--- src/rps_pkg.sv ---
// Purpose: constants for the power-up supervisor and user scratch bytes
// Assumes: 20 MHz reference clock, byte-wide register port
// Notes:   offsets are byte addresses on the byte-wide register port
package rps_pkg;
	// ****************************************
	// register offsets
	// ****************************************
	localparam logic [7:0] INT_CTRL_ADDR   = 8'h01;
	localparam logic [7:0] STATUS_ADDR     = 8'h03;
	localparam logic [7:0] TEMP_ADDR       = 8'h20;
	localparam logic [7:0] NV_CTRL_ADDR    = 8'h30;
	localparam logic [7:0] SCRATCH_FIRST   = 8'h38;
	localparam logic [7:0] SCRATCH_LAST    = 8'h3f;
	localparam int         SCRATCH_BYTES   = 8;

	// ****************************************
	// field positions
	// ****************************************
	localparam int STATUS_PON_BIT   = 5;
	localparam int STATUS_CRIT_BIT  = 3;
	localparam int STATUS_WARN_BIT  = 2;
	localparam int INT_CRIT_EN_BIT  = 3;
	localparam int INT_WARN_EN_BIT  = 2;
	localparam int NV_THERM_EN_BIT  = 1;

	// ****************************************
	// reset values
	// ****************************************
	localparam logic [7:0] INT_CTRL_RST    = 8'h00;
	localparam logic [7:0] NV_CTRL_RST     = 8'h00;
	localparam logic [7:0] TEMP_RST        = 8'h00;
	localparam logic [7:0] SCRATCH_RST     = 8'h00;
	localparam logic [7:0] UNMAPPED_DATA   = 8'h00;

	// ****************************************
	// timing
	// ****************************************
	localparam longint CLK_HZ          = 20_000_000;
	localparam longint SLOW_SCAN_MS    = 1000;
	localparam longint FAST_SCAN_US    = 1000;
	localparam longint SLOW_SCAN_CYC   = CLK_HZ / 1000 * SLOW_SCAN_MS;
	localparam longint FAST_SCAN_CYC   = CLK_HZ / 1_000_000 * FAST_SCAN_US;

	// ****************************************
	// sequencer states
	// ****************************************
	typedef enum logic [5:0] {
		ST_RESET = 6'b000001,
		ST_OSC   = 6'b000010,
		ST_FAST  = 6'b000100,
		ST_NV    = 6'b001000,
		ST_TEMP  = 6'b010000,
		ST_RUN   = 6'b100000
	} rps_state_e;
endpackage

--- src/rps_supervisor.sv ---
// Purpose: power-up sequencing, low-supply supervision, user scratch bytes
// Assumes: all inputs synchronous to ref_clk_i; comparator levels are analog results
// Notes:   the register port is the byte interface behind the two-wire host front end
//
// Operation
// - eight scratch bytes at 38h through 3Fh
// - held in reset, then all registers reset
// - power-on flag set after reset, host clears
// - oscillator present starts fast supply scanning
// - above critical threshold ends fast scan, enables storage
// - load configuration, force both low flags zero
// - thermometer enabled: measure, then compute compensation
// - above critical: clear flags, scan once per second
// - flags still set keep temperature frozen
// - periodic compare sets matching low-supply flag
// - low supply disables functions needing voltage
// - below warning: hold reading, compensation continues
// - interrupt on low flag only when enabled
// - backup supply disables host interface, clock output
`timescale 1ns/10ps
module rps_supervisor
	import rps_pkg::*;
#(
	parameter longint SLOW_CYC = rps_pkg::SLOW_SCAN_CYC,
	parameter longint FAST_CYC = rps_pkg::FAST_SCAN_CYC
) (
	// clock and power-up reset
	input  wire logic       ref_clk_i,
	input  wire logic       resetn_i,
	// analog status
	input  wire logic       osc_ready_i,
	input  wire logic       above_warn_i,
	input  wire logic       above_crit_i,
	input  wire logic       backup_supply_input_i,
	// nonvolatile configuration
	input  wire logic [7:0] nv_data_i,
	input  wire logic       nv_valid_i,
	output logic            nv_rd_en_o,
	// thermometer and compensation
	input  wire logic [7:0] temp_meas_i,
	input  wire logic       temp_valid_i,
	output logic            temp_req_o,
	output logic            comp_start_o,
	output logic            therm_en_o,
	output logic            fcu_en_o,
	// host register port
	input  wire logic       reg_wr_i,
	input  wire logic       reg_rd_i,
	input  wire logic [7:0] reg_addr_i,
	input  wire logic [7:0] reg_wdata_i,
	output logic [7:0]      reg_rdata_o,
	// outputs
	output logic            intf_en_o,
	output logic            clock_output_pin_en_o,
	output logic            int_o,
	output logic            fast_scan_o
);
	import rps_pkg::*;

	// ****************************************
	// declarations
	// ****************************************
	rps_state_e  state;
	logic [31:0] scan_cnt;
	logic        scan_tick;
	logic        power_on_flag;
	logic        low_supply_warn_flag;
	logic        low_supply_critical_flag;
	logic [7:0]  int_ctrl;
	logic [7:0]  nv_ctrl;
	logic [7:0]  temp_reg;
	logic [7:0]  scratch [SCRATCH_BYTES];
	logic        pon_armed;
	logic        host_wr;
	logic        host_rd;
	logic        therm_ok;
	logic        boot_meas;
	logic [7:0]  next_rdata;

	// decodes the scratch window; used for reads only, writes decode each byte address
	function automatic logic in_scratch(input logic [7:0] a);
		return (a >= SCRATCH_FIRST) && (a <= SCRATCH_LAST);
	endfunction

	// host strobes are ignored while the interface is switched off
	assign host_wr = reg_wr_i & ~backup_supply_input_i;
	assign host_rd = reg_rd_i & ~backup_supply_input_i;

	// thermometer may run only with both flags clear and enough supply
	assign therm_ok = nv_ctrl[NV_THERM_EN_BIT] & above_warn_i
		& ~low_supply_warn_flag & ~low_supply_critical_flag;

	// the stored byte reaches nv_ctrl on the same edge that asks for the first
	// reading, so this decision looks at the incoming byte and not at nv_ctrl;
	// the flags are forced clear on that edge, so they cannot block it, and
	// without this the sequencer would wait in its measuring state for nothing
	assign boot_meas = state == ST_NV && nv_valid_i && nv_data_i[NV_THERM_EN_BIT]
		&& above_warn_i;

	// ****************************************
	// scan timer
	// ****************************************
	// one tick per scan period; fast period until the sequencer leaves fast mode
	always_ff @(posedge ref_clk_i or negedge resetn_i) begin
		if (!resetn_i) begin
			scan_cnt  <= 32'h0000_0000;
			scan_tick <= 1'b0;
		end else if (state == ST_RESET || state == ST_OSC) begin
			scan_cnt  <= 32'h0000_0000;
			scan_tick <= 1'b0;
		end else if (scan_cnt >= 32'((state == ST_FAST) ? FAST_CYC - 1 : SLOW_CYC - 1)) begin
			scan_cnt  <= 32'h0000_0000;
			scan_tick <= 1'b1;
		end else begin
			scan_cnt  <= scan_cnt + 32'h0000_0001;
			scan_tick <= 1'b0;
		end
	end

	// ****************************************
	// power-up sequencer
	// ****************************************
	// the asynchronous reset stands for the supply-threshold reset
	always_ff @(posedge ref_clk_i or negedge resetn_i) begin
		if (!resetn_i) begin
			state <= ST_RESET;
		end else begin
			unique case (state)
				ST_RESET: begin
					state <= ST_OSC;
				end
				ST_OSC: begin
					if (osc_ready_i) begin
						state <= ST_FAST;
					end
				end
				ST_FAST: begin
					if (scan_tick && above_crit_i) begin
						state <= ST_NV;
					end
				end
				ST_NV: begin
					if (nv_valid_i) begin
						state <= nv_data_i[NV_THERM_EN_BIT] ? ST_TEMP : ST_RUN;
					end
				end
				ST_TEMP: begin
					// waits for the reading asked for on entry; a far side that never
					// answers holds the sequencer here, a lost supply margin lets it go on
					if (temp_valid_i || !therm_ok) begin
						state <= ST_RUN;
					end
				end
				ST_RUN: begin
					state <= ST_RUN;
				end
			endcase
		end
	end

	// ****************************************
	// power-on flag
	// ****************************************
	// set once after the reset values are in place; host write of zero clears it
	always_ff @(posedge ref_clk_i or negedge resetn_i) begin
		if (!resetn_i) begin
			power_on_flag <= 1'b0;
			pon_armed     <= 1'b1;
		end else if (pon_armed) begin
			power_on_flag <= 1'b1;
			pon_armed     <= 1'b0;
		end else if (host_wr && reg_addr_i == STATUS_ADDR
			&& !reg_wdata_i[STATUS_PON_BIT]) begin
			power_on_flag <= 1'b0;
		end
	end

	// ****************************************
	// low-supply flags
	// ****************************************
	// set on a tick when below a threshold; a set in the cycle of a host clearing write wins
	always_ff @(posedge ref_clk_i or negedge resetn_i) begin
		if (!resetn_i) begin
			low_supply_warn_flag     <= 1'b0;
			low_supply_critical_flag <= 1'b0;
		end else if (state == ST_FAST && scan_tick && above_crit_i) begin
			low_supply_warn_flag     <= 1'b0;
			low_supply_critical_flag <= 1'b0;
		// the forced clear on the configuration load also drops a tick's set in
		// that same cycle; a supply still low is caught again on the next tick
		end else if (state == ST_NV && nv_valid_i) begin
			low_supply_warn_flag     <= 1'b0;
			low_supply_critical_flag <= 1'b0;
		end else begin
			if (scan_tick && !above_warn_i) begin
				low_supply_warn_flag <= 1'b1;
			end else if (host_wr && reg_addr_i == STATUS_ADDR
				&& !reg_wdata_i[STATUS_WARN_BIT]) begin
				low_supply_warn_flag <= 1'b0;
			end
			if (scan_tick && !above_crit_i) begin
				low_supply_critical_flag <= 1'b1;
			end else if (host_wr && reg_addr_i == STATUS_ADDR
				&& !reg_wdata_i[STATUS_CRIT_BIT]) begin
				low_supply_critical_flag <= 1'b0;
			end
		end
	end

	// ****************************************
	// configuration registers
	// ****************************************
	// nonvolatile control is loaded at power-up and may be rewritten by the host
	always_ff @(posedge ref_clk_i or negedge resetn_i) begin
		if (!resetn_i) begin
			nv_ctrl  <= NV_CTRL_RST;
			int_ctrl <= INT_CTRL_RST;
		end else begin
			if (state == ST_NV && nv_valid_i) begin
				nv_ctrl <= nv_data_i;
			end else if (host_wr && reg_addr_i == NV_CTRL_ADDR) begin
				nv_ctrl <= reg_wdata_i;
			end
			if (host_wr && reg_addr_i == INT_CTRL_ADDR) begin
				int_ctrl <= reg_wdata_i;
			end
		end
	end

	// ****************************************
	// temperature register
	// ****************************************
	// stays at its reset value of zero until a measurement is allowed;
	// while the thermometer is off the last reading is simply kept
	always_ff @(posedge ref_clk_i or negedge resetn_i) begin
		if (!resetn_i) begin
			temp_reg <= TEMP_RST;
		end else if (temp_valid_i && therm_ok && (state == ST_TEMP || state == ST_RUN)) begin
			temp_reg <= temp_meas_i;
		end
	end

	// ****************************************
	// thermometer and compensation control
	// ****************************************
	// request one reading at power-up, then one per slow tick while allowed
	always_ff @(posedge ref_clk_i or negedge resetn_i) begin
		if (!resetn_i) begin
			temp_req_o   <= 1'b0;
			comp_start_o <= 1'b0;
		end else begin
			temp_req_o   <= boot_meas
				|| (therm_ok && state == ST_RUN && scan_tick);
			comp_start_o <= temp_valid_i && therm_ok
				&& (state == ST_TEMP || state == ST_RUN);
		end
	end

	// ****************************************
	// function enables
	// ****************************************
	// compensation keeps running on the held reading down to the critical level
	always_ff @(posedge ref_clk_i or negedge resetn_i) begin
		if (!resetn_i) begin
			therm_en_o            <= 1'b0;
			fcu_en_o              <= 1'b0;
			nv_rd_en_o            <= 1'b0;
			fast_scan_o           <= 1'b0;
			intf_en_o             <= 1'b0;
			clock_output_pin_en_o <= 1'b0;
		end else begin
			therm_en_o  <= therm_ok && (state == ST_TEMP || state == ST_RUN);
			fcu_en_o    <= above_crit_i && (state == ST_TEMP || state == ST_RUN);
			nv_rd_en_o  <= above_crit_i && state == ST_NV;
			fast_scan_o <= state == ST_FAST;
			intf_en_o             <= !backup_supply_input_i;
			clock_output_pin_en_o <= !backup_supply_input_i;
		end
	end

	// ****************************************
	// interrupt
	// ****************************************
	// a level that follows the flags, gated by the enables
	always_ff @(posedge ref_clk_i or negedge resetn_i) begin
		if (!resetn_i) begin
			int_o <= 1'b0;
		end else begin
			int_o <= (low_supply_warn_flag & int_ctrl[INT_WARN_EN_BIT])
				| (low_supply_critical_flag & int_ctrl[INT_CRIT_EN_BIT]);
		end
	end

	// ****************************************
	// user scratch bytes
	// ****************************************
	// one byte per address; no side effects on read or write
	// plain flops rather than a memory, so each byte keeps its own write decode
	generate
		for (genvar i = 0; i < SCRATCH_BYTES; i++) begin : g_scratch
			always_ff @(posedge ref_clk_i or negedge resetn_i) begin
				if (!resetn_i) begin
					scratch[i] <= SCRATCH_RST;
				end else if (host_wr && reg_addr_i == SCRATCH_FIRST + 8'(i)) begin
					scratch[i] <= reg_wdata_i;
				end
			end
		end
	endgenerate

	// ****************************************
	// read path
	// ****************************************
	// unmapped addresses read as zero
	// the address is decoded here and the byte captured on the strobe edge below
	always_comb begin
		next_rdata = UNMAPPED_DATA;
		if (in_scratch(reg_addr_i)) begin
			next_rdata = scratch[reg_addr_i[2:0]];
		end else if (reg_addr_i == STATUS_ADDR) begin
			next_rdata[STATUS_PON_BIT]  = power_on_flag;
			next_rdata[STATUS_CRIT_BIT] = low_supply_critical_flag;
			next_rdata[STATUS_WARN_BIT] = low_supply_warn_flag;
		end else if (reg_addr_i == INT_CTRL_ADDR) begin
			next_rdata = int_ctrl;
		end else if (reg_addr_i == NV_CTRL_ADDR) begin
			next_rdata = nv_ctrl;
		end else if (reg_addr_i == TEMP_ADDR) begin
			next_rdata = temp_reg;
		end
	end

	// read data is held until the next accepted read
	always_ff @(posedge ref_clk_i or negedge resetn_i) begin
		if (!resetn_i) begin
			reg_rdata_o <= UNMAPPED_DATA;
		end else if (host_rd) begin
			reg_rdata_o <= next_rdata;
		end
	end
endmodule

--- config.mk ---
export PLATFORM = sky130hd
export DESIGN_NAME = rps_supervisor
export DESIGN_NICKNAME = d
export VERILOG_FILES = /design/src/rps_pkg.sv /design/src/rps_supervisor.sv
export SDC_FILE = /design/constraint.sdc
export NUM_CORES = 1
export LEC_CHECK = 0
export BUFFER_PORTS_ARGS = -buffer_cell sky130_fd_sc_hd__buf_2
export CORE_MARGIN = 10
export CORE_UTILIZATION = 60
export DETAILED_ROUTE_END_ITERATION = 10
export PLACE_DENSITY = 0.83
export SYNTH_ARGS = -nofsm -noshare
export SYNTH_HDL_FRONTEND = slang
export SYNTH_SLANG_ARGS = --single-unit
--- constraint.sdc ---
create_clock -name ref_clk_i -period 4.78 [get_ports ref_clk_i]
set_clock_uncertainty 0.15 [all_clocks]
set_input_delay 0.239 -clock ref_clk_i [delete_from_list [all_inputs] [get_ports ref_clk_i]]
set_output_delay 0.239 -clock ref_clk_i [all_outputs]
set_load 0.05 [all_outputs]
# Yosys cells after proc, flatten, opt, wreduce, memory -nomap -nowiden
# Cells that the tools add are included.
[totals] mem_bits_rw=0 elab_cells=147 romBits=0 out_inout_bits=17 latch_bits=0 n_memories=0 regBits=147
[op_classes] n_addsub=1 eq_ne=22 n_div=0 order_cmp=4 multipliers=0 bitwise=12 n_reduce_logical=46 muxes=35 shift=0
[ops] op="8-bit by 6-bit == test with 1-bit output (second input constant)" count=10
[ops] op="32-bit 2-to-1 mux" count=2
[ops] op="8-bit 2-to-1 mux" count=8
[ops] op="6-bit one-hot mux with 6 select lines" count=1
[ops] op="32-bit by 1-bit adder with 32-bit output (second input constant)" count=1
[ops] op="32-bit by 25-bit greater-or-equal comparator with 1-bit output" count=1
[ops] op="1-bit logical AND" count=30
[ops] op="6-bit 2-to-1 mux" count=5
[ops] op="25-bit 2-to-1 mux" count=1
[ops] op="8-bit binary-select mux with 3-bit select" count=1
[ops] op="1-bit 2-to-1 mux" count=14
[ops] op="8-bit by 1-bit == test with 1-bit output (second input constant)" count=1
[ops] op="8-bit by 2-bit == test with 1-bit output (second input constant)" count=1
[ops] op="8-bit by 6-bit greater-or-equal comparator with 1-bit output (second input constant)" count=1
[ops] op="8-bit by 6-bit less-or-equal comparator with 1-bit output (second input constant)" count=1
[ops] op="2-bit != test (second input constant)" count=4
[ops] op="4-bit nonzero test" count=2
[ops] op="1-bit bitwise AND" count=7
[ops] op="1-bit zero test" count=7
[ops] op="6-bit by 1-bit == test with 1-bit output (second input constant)" count=1
[ops] op="6-bit by 2-bit == test with 1-bit output (second input constant)" count=1
[ops] op="6-bit by 3-bit == test with 1-bit output (second input constant)" count=1
[ops] op="6-bit by 4-bit == test with 1-bit output (second input constant)" count=1
[ops] op="6-bit by 5-bit == test with 1-bit output (second input constant)" count=1
[ops] op="other kinds (9)" count=17

# Longest topological paths before layout
# Gate-level depths: netlist (run 1).
[logic_depth] word_depth=8 depth_mapped=10

# Least setup slack after synthesis (run 1)
# OpenSTA, ideal clock, no wires.
[synth_path] kind="register -> register" start="reg state[1]" end="reg scan_cnt[10]" path_stages_with_launch=11 period_less_slack_ns=3.681 slack_ns=1.099 t_arrival_ns=3.430 required_ns=4.529 cell_sequence="dfrtp_1 or4_4 nor3b_1 inv_1 ha_1 nand2_1 nor4_1 a2111oi_2 a21oi_4 buf_4 nor4_1"
[synth_between] elab_chain_cells=5 word_cells_on_any_way=8 classes_between="1 x order compare; 3 x eq/ne; 3 x mux; 1 x reduce/logical"
[synth_lines] element="start, declared" line_no="rps_supervisor.sv:63" rtl="rps_state_e state;"
[synth_lines] element="start signal, assigned" line_no="rps_supervisor.sv:144" rtl="state <= nv_data_i[NV_THERM_EN_BIT] ? ST_TEMP : ST_RUN;"
[synth_lines] element="6-bit by 3-bit == test with 1-bit output" line_no="rps_supervisor.sv:111" rtl="end else if (scan_cnt >= 32'((state == ST_FAST) ? FAST_CYC - 1 : SLOW_CYC - 1)) begin"
[synth_lines] element="25-bit 2-to-1 mux" line_no="rps_supervisor.sv:111"
[synth_lines] element="32-bit by 25-bit greater-or-equal comparator with 1-bit output" line_no="rps_supervisor.sv:111"
[synth_lines] element="32-bit 2-to-1 mux" line_no="rps_supervisor.sv:111"
[synth_lines] element="32-bit 2-to-1 mux (*)" line_no="rps_supervisor.sv:108" rtl="end else if (state == ST_RESET || state == ST_OSC) begin"
[synth_lines] element="end signal, assigned" line_no="rps_supervisor.sv:115" rtl="scan_cnt <= scan_cnt + 32'h0000_0001;"
[synth_lines] element="end, declared" line_no="rps_supervisor.sv:64" rtl="logic [31:0] scan_cnt;"
# Mark *: on every way between the ends. The rest lies on a longest branch, timed or not.
# A chain may end at the register's enable or synchronous reset.

# Final worst setup path (run 1)
[layout_path] start="reg state[1]" end="reg scan_cnt[4]"
# Same word-level chain as after synthesis.

==> impl_metrics.env, run 1 <==
export IMPL_drv_slew=0
export IMPL_core_area_mm2=0.0115
export IMPL_cp_launch_point="state[1]$_DFFE_PN0P_"
export IMPL_fin_crit_sh_pct=76.8
export IMPL_first_global_vias=5400
export IMPL_insertion_delay_ns=0.42
export IMPL_unrepaired_setup_endpoints_after_global_routing="false"
export IMPL_netSwitchingPower_w=0.000762
export IMPL_reg2reg_to="scan_cnt[4]$_DFF_PN0_"
export IMPL_yosysMostFrequentCell="sky130_fd_sc_hd__dfrtp_1"
export IMPL_port_buffers=58
export IMPL_route_vias_total=5117
export IMPL_antenna_cells_inserted=0
export IMPL_floorplan_rows=39
export IMPL_p_leak_nw=3.85
export IMPL_dominant_combinational_cell_family_by_area_after_synthesis="multiplexers"
export IMPL_numCtsBuffers=17
export IMPL_syn_to_final_growth_pct=16.6
export IMPL_grt_util_met2_pct=35.6
export IMPL_routedWlPerCell_um=21.8
export IMPL_globalRoute_busiestLayer="met2"
export IMPL_cts_sinks=147
export IMPL_power_density_mw_per_mm2=358
export IMPL_first_iter_violations=485
export IMPL_postRouteWirelength_um=17300
export IMPL_peakVddDrop_mv=0.314
export IMPL_ant_nets=0
export IMPL_tns_ns=0
export IMPL_largest_register_ff_count=64
export IMPL_p_clk_share_pct=44.7
export IMPL_critical_path_class="flip-flop to flip-flop"
export IMPL_h_tree_depth=4
export IMPL_largest_registers="scratch x64, scan_cnt x32"
export IMPL_yosys_most_used_dff="sky130_fd_sc_hd__dfrtp_1"
export IMPL_yosys_cell_types_count=64
export IMPL_worstRegToRegCells=9
export IMPL_drc_errors=0
export IMPL_hold_class="primary input to flip-flop"
export IMPL_nets=692
export IMPL_n_fill_cell=720
export IMPL_crit_arrival_ns=3.82
export IMPL_worst_path_max_delay_cell="sky130_fd_sc_hd__or4_4"
export IMPL_finalWeightedCongestion=0.906
export IMPL_finalHoldViolCount=0
export IMPL_setup_worst_path_end="scan_cnt[4]$_DFF_PN0_"
export IMPL_post_synth_most_frequent_cells="sky130_fd_sc_hd__dfrtp_1, sky130_fd_sc_hd__mux2_2, sky130_fd_sc_hd__nor4_1, sky130_fd_sc_hd__nand2_1, sky130_fd_sc_hd__xnor2_1"
export IMPL_synth_cell_area_mm2=0.00708
export IMPL_seq_power_share_pct=45.6
export IMPL_post_synth_inst_count=560
export IMPL_setup_viol=0
export IMPL_sw_frac_of_total_pct=25.8
export IMPL_drv_max_cap_violation_count=0
export IMPL_worst_path_max_fanout=27
export IMPL_first_pass_iters=5
export IMPL_synth_xor_area_share_pct=3.09
export IMPL_worst_slew_margin_rel_pct=31.7
export IMPL_worst_setup_path_end_kind="flip-flop"
export IMPL_grt_met3_usage_pct=6.04
export IMPL_timing_critical_path_cells="or4_4, nor3b_1, buf_4, ha_1, a2111oi_0, o21ai_0, nand2_1, nand3b_2, nor4_1"
export IMPL_post_synthesis_sequential_element_count=147
export IMPL_clock_tree_buffer_depth=2
export IMPL_library_cell_occupying_the_most_area_in_the_post_synthesis_netlist="sky130_fd_sc_hd__dfrtp_1"
export IMPL_async_flop_share_pct=100
export IMPL_global_route_overflow_total=0
export IMPL_grt_start_max_net_pins=106
export IMPL_synth_compound_area_share_pct=5.74
export IMPL_max_freq_mhz=273
export IMPL_regToRegStartpoint="state[1]$_DFFE_PN0P_"
export IMPL_initial_utilization_pct=61.7
export IMPL_combinational_share_of_power_pct=9.7
export IMPL_synth_edff_count=0
export IMPL_muxShareOfSynthArea_pct=20.1
export IMPL_synth_sequential_area_ratio_pct=52.0
export IMPL_yosys_warnings=0
export IMPL_die_width_um=129
export IMPL_regToRegSetupSlack_ns=1.11
export IMPL_largest_register="scratch"
export IMPL_synth_avg_cell_area_um2=12.6
export IMPL_hold_critical_path_depth=3
export IMPL_clockRootBuffer="sky130_fd_sc_hd__clkbuf_16"
export IMPL_post_layout_total_power_w=0.00296
export IMPL_gr_usage_met1_pct=24.8
export IMPL_timing_critical_path_slowest_cell_delay_ns=0.58
export IMPL_tightestPinTransition_ns=1.02
export IMPL_status="completed"
export IMPL_post_cts_buffers=0
export IMPL_antenna_found_initial=0
export IMPL_final_min_clock_period_ns=3.67
export IMPL_worst_setup_hold_path_clk_slew_ns=0.06
export IMPL_global_route_wire_length_before_repair_um=28000
export IMPL_synth_top_cell_area_share_pct=51.3
export IMPL_ioPinCount=59
export IMPL_die_area_mm2=0.0165
export IMPL_fp_dieH_um=129
export IMPL_synth_area_leaders="sky130_fd_sc_hd__dfrtp_1, sky130_fd_sc_hd__mux2_2, sky130_fd_sc_hd__mux4_2"
export IMPL_synthSimpleGateAreaFrac_pct=14.6
export IMPL_grtUsageTotal_pct=21.4
export IMPL_startpoint_type="flip-flop"
export IMPL_post_route_cells_drive_above_1_share_pct=32.4
export IMPL_yosys_area_share_adder_pct=1.94
export IMPL_post_dp_hpwl_um=10900
export IMPL_internal_power_w=0.00220
export IMPL_clock_tree_from_tritoncts="yes"
export IMPL_drt_vias_per_instance=6.44
export IMPL_worst_ep_required_time_ns=4.93
per-stage QoR:
step                      util (%)  hold WS [ns]  setup WS (ns)  cell area [um2]  instances
after floorplan                  -        -0.207           1.10             7110        567
after global placement        65.1         0.251           1.44             7460        743
after detailed placement      65.1         0.267           1.22             7460        743
after CTS                     72.0        0.0108           1.15             8250        795
after global routing          72.0       0.00571          0.790             8250        795
final                         72.0        0.0138           1.11             8250        795
critical path: cells and delay by family, from the launching register on:
family / cells / cell delay [ns]
simple gates: 5 / 1.89
compound gates: 2 / 0.55
flops: 1 / 0.44
fa+ha+maj: 1 / 0.26
buf+inv: 1 / 0.25
power by group through the flow:
stage / logic [W] / clock network, W / registers, W
detailed placement: 0.000269 / 0 / 0.00137
global route: 0.000314 / 0.00140 / 0.00135
floorplan: 0.000168 / 0 / 0.00136
CTS: 0.000284 / 0.00133 / 0.00135
global placement: 0.000260 / 0 / 0.00136
finish: 0.000286 / 0.00132 / 0.00135
cell usage in the layout (no fill, tap or decap), types with 4 or more instances in the layout:
cell type	instances
sky130_fd_sc_hd__nand3_1	14
sky130_fd_sc_hd__inv_1	8
sky130_fd_sc_hd__mux2i_1	16
sky130_fd_sc_hd__and2_1	4
sky130_fd_sc_hd__nor2_1	15
sky130_fd_sc_hd__a22o_1	6
sky130_fd_sc_hd__xor2_1	6
sky130_fd_sc_hd__dfrtp_1	145
sky130_fd_sc_hd__inv_6	4
sky130_fd_sc_hd__buf_2	57
sky130_fd_sc_hd__nand2_1	32
sky130_fd_sc_hd__o21ai_0	15
sky130_fd_sc_hd__clkbuf_16	17
sky130_fd_sc_hd__nor4_1	33
sky130_fd_sc_hd__xnor2_1	19
sky130_fd_sc_hd__a21oi_1	14
sky130_fd_sc_hd__nor3_1	13
sky130_fd_sc_hd__mux4_2	16
sky130_fd_sc_hd__ha_1	11
sky130_fd_sc_hd__and3_1	11
sky130_fd_sc_hd__conb_1	8
sky130_fd_sc_hd__nand2b_1	9
sky130_fd_sc_hd__o221ai_1	5
sky130_fd_sc_hd__mux2_2	80
sky130_fd_sc_hd__dlygate4sd3_1	20
area by class of cell:
type                       instances  area, um2  area share [%]
multi-input combinational        384       3250            39.4
timing repair buffer              81        519            6.29
inverter                           8       30.0           0.364
tap                              143        179            2.17
clock buffer                      18        439            5.32
sequential                       147       3680            44.6
clock inverter                    14        154            1.86
logic make-up (layout without fill, tap and decap cells):
kind of cell | Yosys count | after routing
mux | 112 | 112
other cells | 1 | 8
buf+inv | 36 | 121
flops | 147 | 147
fa+ha+maj | 11 | 11
xor+xnor | 25 | 25
simple gates | 169 | 169
compound gates | 59 | 59
worst min path at each step:
stage	startpoint	end
5_1_grt	nv_valid_i	state[3]$_DFFE_PN0P_
3_5_place_dp	resetn_i	comp_start_o$_DFF_PN0_
6_report	nv_valid_i	state[3]$_DFFE_PN0P_
4_1_cts	nv_valid_i	state[3]$_DFFE_PN0P_
3_3_place_gp	resetn_i	comp_start_o$_DFF_PN0_
2_1_floorplan	resetn_i	clock_output_pin_en_o$_DFF_PN0_
metal layers:
metal  share of wire (%)  vias to the layer above
li1                    -                     2253
met1                  39                     2582
met2                  50                      238
met3                 7.5                       44
met4                 3.5                        0
met5                   0                        -
what timing repair did:
action,CTS,global route
hold buffers,20,0
hold endpoints to repair,126,0
gates resized for setup,0,0
setup endpoints to repair,0,0
Note: power is estimated with default switching activity, not from simulation.
==> inputs of run 2 (changes only) <==
--- a/config.mk
+++ b/config.mk
@@ -5,11 +5,12 @@
 export SDC_FILE = /design/constraint.sdc
 export NUM_CORES = 1
 export LEC_CHECK = 0
+export ABC_AREA = 1
 export BUFFER_PORTS_ARGS = -buffer_cell sky130_fd_sc_hd__buf_2
 export CORE_MARGIN = 10
-export CORE_UTILIZATION = 60
+export CORE_UTILIZATION = 54
 export DETAILED_ROUTE_END_ITERATION = 10
-export PLACE_DENSITY = 0.83
+export PLACE_DENSITY = 0.79
 export SYNTH_ARGS = -nofsm -noshare
 export SYNTH_HDL_FRONTEND = slang
 export SYNTH_SLANG_ARGS = --single-unit
==> constraint.sdc (replaced) <==
create_clock -name ref_clk_i -period 3.15 [get_ports ref_clk_i]
set_clock_uncertainty 0.15 [all_clocks]
set_input_delay 0.1575 -clock ref_clk_i [delete_from_list [all_inputs] [get_ports ref_clk_i]]
set_output_delay 0.1575 -clock ref_clk_i [all_outputs]
set_load 0.05 [all_outputs]
==> run 2 against run 1 <==
Global-route usage is 0.36 points higher. Final cell count is 48% higher. Non-clock buffer count is 20 higher. Sequential share of layout area is 2.1 points lower. Clock-buffer cell count fell by 1. Critical endpoint is now scan_cnt[3]$_DFF_PN0_. Largest power group is now clock.
==> impl_metrics.env, run 2 <==
export IMPL_largest_register="scratch"
export IMPL_synth_xor_area_share_pct=2.20
export IMPL_worst_ep_required_time_ns=3.30
export IMPL_yosys_warnings=0
export IMPL_cts_sinks=147
export IMPL_antenna_found_initial=1
export IMPL_die_width_um=135
export IMPL_worst_setup_path_end_kind="flip-flop"
export IMPL_synthSimpleGateAreaFrac_pct=29.4
export IMPL_port_buffers=58
export IMPL_setup_viol=0
export IMPL_global_route_overflow_total=0
export IMPL_finalWeightedCongestion=0.912
export IMPL_routedWlPerCell_um=16.5
export IMPL_max_freq_mhz=369
export IMPL_finalHoldViolCount=0
export IMPL_tns_ns=0
export IMPL_post_synth_inst_count=881
export IMPL_peakVddDrop_mv=0.418
export IMPL_timing_hold_worst_endpoint="scratch[54]$_DFFE_PN0P_"
export IMPL_core_area_mm2=0.0128
export IMPL_dominant_combinational_cell_family_by_area_after_synthesis="simple AND/OR/NAND/NOR gates"
export IMPL_grt_met3_usage_pct=5.75
export IMPL_yosys_area_share_adder_pct=1.92
export IMPL_largest_register_ff_count=64
export IMPL_muxShareOfSynthArea_pct=0
export IMPL_globalRoute_busiestLayer="met2"
export IMPL_unrepaired_setup_endpoints_after_global_routing="false"
export IMPL_final_common_cell="sky130_fd_sc_hd__nand2_1"
export IMPL_crit_arrival_ns=2.86
export IMPL_final_instance_count_excl_fill=1174
export IMPL_postPlaceCellArea_mm2=0.00759
export IMPL_route_vias_total=6474
export IMPL_first_pass_iters=5
export IMPL_nets=1041
export IMPL_grtUsageTotal_pct=21.7
export IMPL_yosysMostFrequentCell="sky130_fd_sc_hd__nand2_1"
export IMPL_p_leak_nw=4.25
export IMPL_die_area_mm2=0.0182
export IMPL_synth_sequential_area_ratio_pct=51.5
export IMPL_fin_crit_sh_pct=86.0
export IMPL_fp_dieH_um=135
export IMPL_synth_area_leaders="sky130_fd_sc_hd__dfrtp_1, sky130_fd_sc_hd__nand2_1, sky130_fd_sc_hd__o21ai_0"
export IMPL_global_route_wire_length_before_repair_um=31300
export IMPL_worst_setup_hold_path_clk_slew_ns=0.06
export IMPL_initial_utilization_pct=56.0
export IMPL_final_min_clock_period_ns=2.71
export IMPL_post_route_cells_drive_above_1_share_pct=12.9
export IMPL_reg2reg_to="scan_cnt[3]$_DFF_PN0_"
export IMPL_library_cell_occupying_the_most_area_in_the_post_synthesis_netlist="sky130_fd_sc_hd__dfrtp_1"
export IMPL_first_global_vias=6273
export IMPL_critical_path_class="flip-flop to flip-flop"
export IMPL_drc_errors=0
export IMPL_tightestPinTransition_ns=0.702
export IMPL_yosys_most_used_dff="sky130_fd_sc_hd__dfrtp_1"
export IMPL_drv_slew=0
export IMPL_regToRegSetupSlack_ns=0.44
export IMPL_clock_tree_from_tritoncts="yes"
export IMPL_grt_util_met2_pct=34.9
export IMPL_hold_critical_path_depth=3
export IMPL_power_density_mw_per_mm2=559
export IMPL_startpoint_type="flip-flop"
export IMPL_postLayoutCellArea_mm2=0.00867
export IMPL_layout_cells_most_common_list="sky130_fd_sc_hd__nand2_1, sky130_fd_sc_hd__dfrtp_1, sky130_fd_sc_hd__nor2_1"
export IMPL_post_synthesis_sequential_element_count=147
export IMPL_final_hold_worst_slack_ns=0.0333
export IMPL_synth_edff_count=0
export IMPL_final_core_util_pct=67.9
export IMPL_total_instance_count_after_detailed_placement=1101
export IMPL_synth_top_cell_area_share_pct=50.7
export IMPL_numCtsBuffers=17
export IMPL_status="completed"
export IMPL_worstRegToRegCells=15
export IMPL_syn_to_final_growth_pct=21.3
export IMPL_post_dp_hpwl_um=11900
export IMPL_worst_slew_margin_rel_pct=53.1
export IMPL_floorplan_rows=41
export IMPL_ant_nets=0
export IMPL_h_tree_depth=4
export IMPL_regToRegStartpoint="state[0]$_DFFE_PN1P_"
export IMPL_yosys_cell_types_count=40
export IMPL_clockRootBuffer="sky130_fd_sc_hd__clkbuf_16"
export IMPL_postCtsResizedCells=0
export IMPL_synth_compound_area_share_pct=8.24
export IMPL_post_synth_most_frequent_cells="sky130_fd_sc_hd__nand2_1, sky130_fd_sc_hd__dfrtp_1, sky130_fd_sc_hd__nor2_1, sky130_fd_sc_hd__inv_1, sky130_fd_sc_hd__o21ai_0"
export IMPL_synth_cell_area_mm2=0.00715
export IMPL_insertion_delay_ns=0.43
export IMPL_n_fill_cell=953
export IMPL_largest_registers="scratch x64, scan_cnt x32"
export IMPL_synth_avg_cell_area_um2=8.12
export IMPL_grt_start_max_net_pins=77
export IMPL_first_iter_violations=699
export IMPL_hold_class="primary input to flip-flop"
export IMPL_ioPinCount=59
export IMPL_async_flop_share_pct=100
export IMPL_postRouteWirelength_um=19300
export IMPL_gr_usage_met1_pct=25.8
export IMPL_drv_max_cap_violation_count=0
export IMPL_worst_hold_startpoint="reg_wdata_i[6]"
export IMPL_clock_tree_buffer_depth=2
export IMPL_worst_path_max_fanout=24
export IMPL_drt_vias_per_instance=5.51
## run 2: cell types whose count changed after synthesis, moves of 21 or more
cell / previous run / this run
sky130_fd_sc_hd__nand2_1: 32 / 255
sky130_fd_sc_hd__nor2_1: 15 / 100
sky130_fd_sc_hd__mux2_2: 80 / 0
sky130_fd_sc_hd__inv_1: 8 / 81
sky130_fd_sc_hd__o21ai_0: 15 / 79
sky130_fd_sc_hd__nand3_1: 14 / 64
sky130_fd_sc_hd__nor4_1: 33 / 0
sky130_fd_sc_hd__nand4_1: 3 / 24
## run 2: final cells by class
cell class	count	area, um2	area share (%)
Timing Repair Buffer	101	732	8.44
Clock buffer	17	425	4.91
Clock inverter	15	254	2.93
Tap cell	172	215	2.48
Sequential cell	147	3680	42.5
Multi-Input combinational cell	630	3020	34.8
Inverter	91	343	3.95
Antenna cell	1	2.50	0.0289
## run 2: worst max-delay path by stage
stage	slack (ns)	endpoint	startpoint	cells past startpoint
finish	0.44	scan_cnt[3]$_DFF_PN0_	state[0]$_DFFE_PN1P_	15
global route	0.15	scan_cnt[3]$_DFF_PN0_	state[0]$_DFFE_PN1P_	17
CTS	0.44	scan_cnt[3]$_DFF_PN0_	state[0]$_DFFE_PN1P_	15
detailed placement	0.47	scan_cnt[24]$_DFF_PN0_	state[0]$_DFFE_PN1P_	15
global placement	0.57	scan_cnt[20]$_DFF_PN0_	state[0]$_DFFE_PN1P_	15
floorplan	0.75	scan_cnt[0]$_DFF_PN0_	state[0]$_DFFE_PN1P_	16
## run 2: critical path: stages (launching register included)
cell	delay (ns)
sky130_fd_sc_hd__dfstp_2	0.53
sky130_fd_sc_hd__inv_1	0.05
sky130_fd_sc_hd__nand2_1	0.09
sky130_fd_sc_hd__inv_1	0.07
sky130_fd_sc_hd__nand4_1	0.09
sky130_fd_sc_hd__inv_1	0.19
sky130_fd_sc_hd__ha_1	0.34
sky130_fd_sc_hd__inv_1	0.03
sky130_fd_sc_hd__nor3_1	0.23
sky130_fd_sc_hd__nand2_1	0.08
sky130_fd_sc_hd__nor2_1	0.11
sky130_fd_sc_hd__nand2_1	0.06
sky130_fd_sc_hd__nand2_1	0.08
sky130_fd_sc_hd__nor2_2	0.05
sky130_fd_sc_hd__inv_2	0.32
sky130_fd_sc_hd__nor2_1	0.10
## run 2: stage by stage
stage                     setup WS (ns)  power (W)
final                             0.440    0.00485
after global routing              0.152    0.00501
after CTS                         0.436    0.00484
after detailed placement          0.465    0.00248
after global placement            0.572    0.00247
after floorplan                   0.751    0.00232
## run 2: kinds of logic after synthesis
group           count (synthesis)
compound gates                113
simple gates                  480
buf+inv                       111
fa+ha+maj                      11
flops                         147
other cells                     1
xor+xnor                       18
## run 2: power by group
part / internal [W] / switching, W / total, W / leakage, nW
logic: 0.000176 / 0.000305 / 0.000480 / 1.95
registers: 0.00199 / 0.0000732 / 0.00206 / 1.98
clock network: 0.00149 / 0.000816 / 0.00231 / 0.322
## run 2: repair_timing
item / in CTS / in global routing
buffers inserted: 0 / 0
setup endpoints to repair: 0 / 0
hold endpoints to repair: 107 / 0
hold buffers: 40 / 0
## run 2: metal layers
metal,vias to the layer above,share of wire (%)
met4,0,4.0
met1,3064,40
met3,71,6.7
met2,298,49
li1,3041,-
met5,-,0
==> inputs of run 3 (changes only) <==
--- a/config.mk
+++ b/config.mk
@@ -5,7 +5,7 @@
 export SDC_FILE = /design/constraint.sdc
 export NUM_CORES = 1
 export LEC_CHECK = 0
-export ABC_AREA = 1
+export ABC_AREA = 0
 export BUFFER_PORTS_ARGS = -buffer_cell sky130_fd_sc_hd__buf_2
 export CORE_MARGIN = 10
 export CORE_UTILIZATION = 54
==> run 3 against run 2 <==
Setup slack lost 0.40 ns. Critical path depth shrank 5. Sequential share of layout area decreased by 1.2 points. Fmax shrank 13%. Register-to-register slack worse by 0.40 ns. Total power shrank 8.1%. Largest cell class unchanged. Non-clock buffer count increased by 7. Critical path type unchanged. Combinational power increased by 20%.
==> impl_metrics.env, run 3 (synthesis gave the netlist of run 1 again) <==
export IMPL_worst_setup_hold_path_clk_slew_ns=0.06
export IMPL_syn_to_final_growth_pct=26.0
export IMPL_startpoint_type="flip-flop"
export IMPL_routedWlPerCell_um=22.3
export IMPL_worst_path_max_delay_cell="sky130_fd_sc_hd__or4_4"
export IMPL_wire_length_on_met1_um=7280
export IMPL_clock_tree_from_tritoncts="yes"
export IMPL_global_route_wire_length_before_repair_um=28100
export IMPL_tns_ns=0
export IMPL_largest_registers="scratch x64, scan_cnt x32"
export IMPL_worst_path_max_fanout=7
export IMPL_p_leak_nw=4.00
export IMPL_regToRegStartpoint="state[5]$_DFFE_PN0P_"
export IMPL_tightestPinTransition_ns=0.768
export IMPL_finalHoldViolCount=0
export IMPL_die_width_um=135
export IMPL_n_fill_cell=818
export IMPL_setup_worst_path_end="scan_cnt[2]$_DFF_PN0_"
export IMPL_die_area_mm2=0.0181
export IMPL_critical_path_class="flip-flop to flip-flop"
export IMPL_power_density_mw_per_mm2=500
export IMPL_finalWeightedCongestion=0.939
export IMPL_post_layout_total_power_w=0.00446
export IMPL_fp_dieH_um=135
export IMPL_port_buffers=58
export IMPL_cp_launch_point="state[5]$_DFFE_PN0P_"
export IMPL_max_freq_mhz=321
export IMPL_final_common_cell="sky130_fd_sc_hd__dfrtp_1"
export IMPL_layout_cells_most_common_list="sky130_fd_sc_hd__dfrtp_1, sky130_fd_sc_hd__mux2_2, sky130_fd_sc_hd__buf_2"
export IMPL_drv_slew=0
export IMPL_route_vias_total=5305
export IMPL_first_pass_iters=5
export IMPL_drt_vias_per_instance=6.25
export IMPL_insertion_delay_ns=0.42
export IMPL_cts_sinks=147
export IMPL_worstRegToRegCells=10
export IMPL_post_route_cells_drive_above_1_share_pct=38.3
export IMPL_grtUsageTotal_pct=19.5
export IMPL_fin_crit_sh_pct=98.9
export IMPL_reg2reg_to="scan_cnt[2]$_DFF_PN0_"
export IMPL_drv_max_cap_violation_count=0
export IMPL_worst_path_most_repeated_cell="sky130_fd_sc_hd__nor4_4"
export IMPL_drc_errors=0
export IMPL_dr_wl_met2_um=9700
export IMPL_timing_critical_path_slowest_cell_delay_ns=0.57
export IMPL_topRoutingLayerUsed="met4"
export IMPL_detailroute_wirelength_met3_um=1320
export IMPL_grt_start_max_net_pins=86
export IMPL_post_dp_hpwl_um=11000
export IMPL_final_core_util_pct=70.1
export IMPL_worst_ep_required_time_ns=3.28
export IMPL_crit_arrival_ns=3.25
export IMPL_final_min_clock_period_ns=3.11
export IMPL_status="completed"
export IMPL_worst_slew_margin_rel_pct=48.3
export IMPL_global_route_overflow_total=0
export IMPL_initial_utilization_pct=55.6
export IMPL_h_tree_depth=4
export IMPL_nets=719
export IMPL_ant_nets=0
export IMPL_first_global_vias=5378
export IMPL_clock_tree_buffer_depth=2
export IMPL_first_iter_violations=406
export IMPL_floorplan_rows=41
export IMPL_regToRegSetupSlack_ns=0.04
export IMPL_largest_register_ff_count=64
export IMPL_largest_register="scratch"
export IMPL_antenna_cells_inserted=0
export IMPL_antenna_found_initial=0
export IMPL_hold_class="primary input to flip-flop"
export IMPL_worst_setup_path_end_kind="flip-flop"
export IMPL_hold_critical_path_depth=2
export IMPL_postRouteWirelength_um=19000
export IMPL_unrepaired_setup_endpoints_after_global_routing="true"
export IMPL_peakVddDrop_mv=0.390
export IMPL_setup_viol=0
export IMPL_clockRootBuffer="sky130_fd_sc_hd__clkbuf_16"
export IMPL_numCtsBuffers=17
export IMPL_ioPinCount=59
export IMPL_core_area_mm2=0.0127
export IMPL_timing_critical_path_cells="or4_4, nor3b_4, inv_2, ha_4, nand2_4, nor4_4, o211ai_1, a21oi_4, clkbuf_16, nor4_4"
[run 3: what timing repair did]
item / in CTS / in global routing
gates resized for setup: 10 / 44
hold buffers: 27 / 0
setup endpoints to repair: 25 / 27
setup buffers: 0 / 7
cloned: 0 / 6
hold endpoints to repair: 135 / 0
pin swaps: 1 / 14
[run 3: metal layers]
| layer | vias to the layer above | track usage [%] |
|---|---|---|
| met3 | 71 | 5.27 |
| met4 | 0 | 7.98 |
| li1 | 2287 | - |
| met5 | - | 0 |
| met2 | 268 | 32.8 |
| met1 | 2679 | 23.2 |
[run 3: critical path: cells and delay by family (launching register included)]
kind	cells	cell delay [ns]
simple gates	5	1.26
compound gates	2	0.53
flops	1	0.37
buf+inv	2	0.35
fa+ha+maj	1	0.30
[run 3: layout make-up]
class | instances | area, um2 | area share [%]
inverters | 8 | 30.0 | 0.337
clock inverters | 11 | 90.1 | 1.01
repair buffers | 108 | 850 | 9.52
flip-flops and latches | 147 | 3680 | 41.3
clock buffers | 19 | 443 | 4.97
well taps | 172 | 215 | 2.41
multi-input cells | 384 | 3610 | 40.5
[run 3: worst min path at each step]
stage	startpoint	slack [ns]	to
after floorplan	resetn_i	-0.29	clock_output_pin_en_o$_DFF_PN0_
after global placement	resetn_i	0.08	scan_cnt[0]$_DFF_PN0_
after detailed placement	resetn_i	0.09	scan_cnt[3]$_DFF_PN0_
after CTS	reg_wdata_i[7]	0.002	scratch[7]$_DFFE_PN0P_
after global routing	reg_wdata_i[7]	0.01	scratch[23]$_DFFE_PN0P_
final	reg_wdata_i[7]	0.01	scratch[31]$_DFFE_PN0P_
[run 3: per-stage QoR]
step	cell area, um2	setup WS [ns]	hold slack, ns	instances
floorplan	7120	0.00278	-0.288	567
global placement	7570	0.125	0.0842	779
detailed placement	7570	-0.0259	0.0930	779
CTS	8430	0.000492	0.00191	836
global route	8920	-0.0758	0.0149	849
finish	8920	0.0355	0.0129	849
[run 3: report_power, final]
part	switching [W]	internal, W	total [W]
clock network	0.000755	0.00109	0.00184
registers	0.0000688	0.00197	0.00204
logic	0.000361	0.000213	0.000574
total	0.00118	0.00327	0.00446
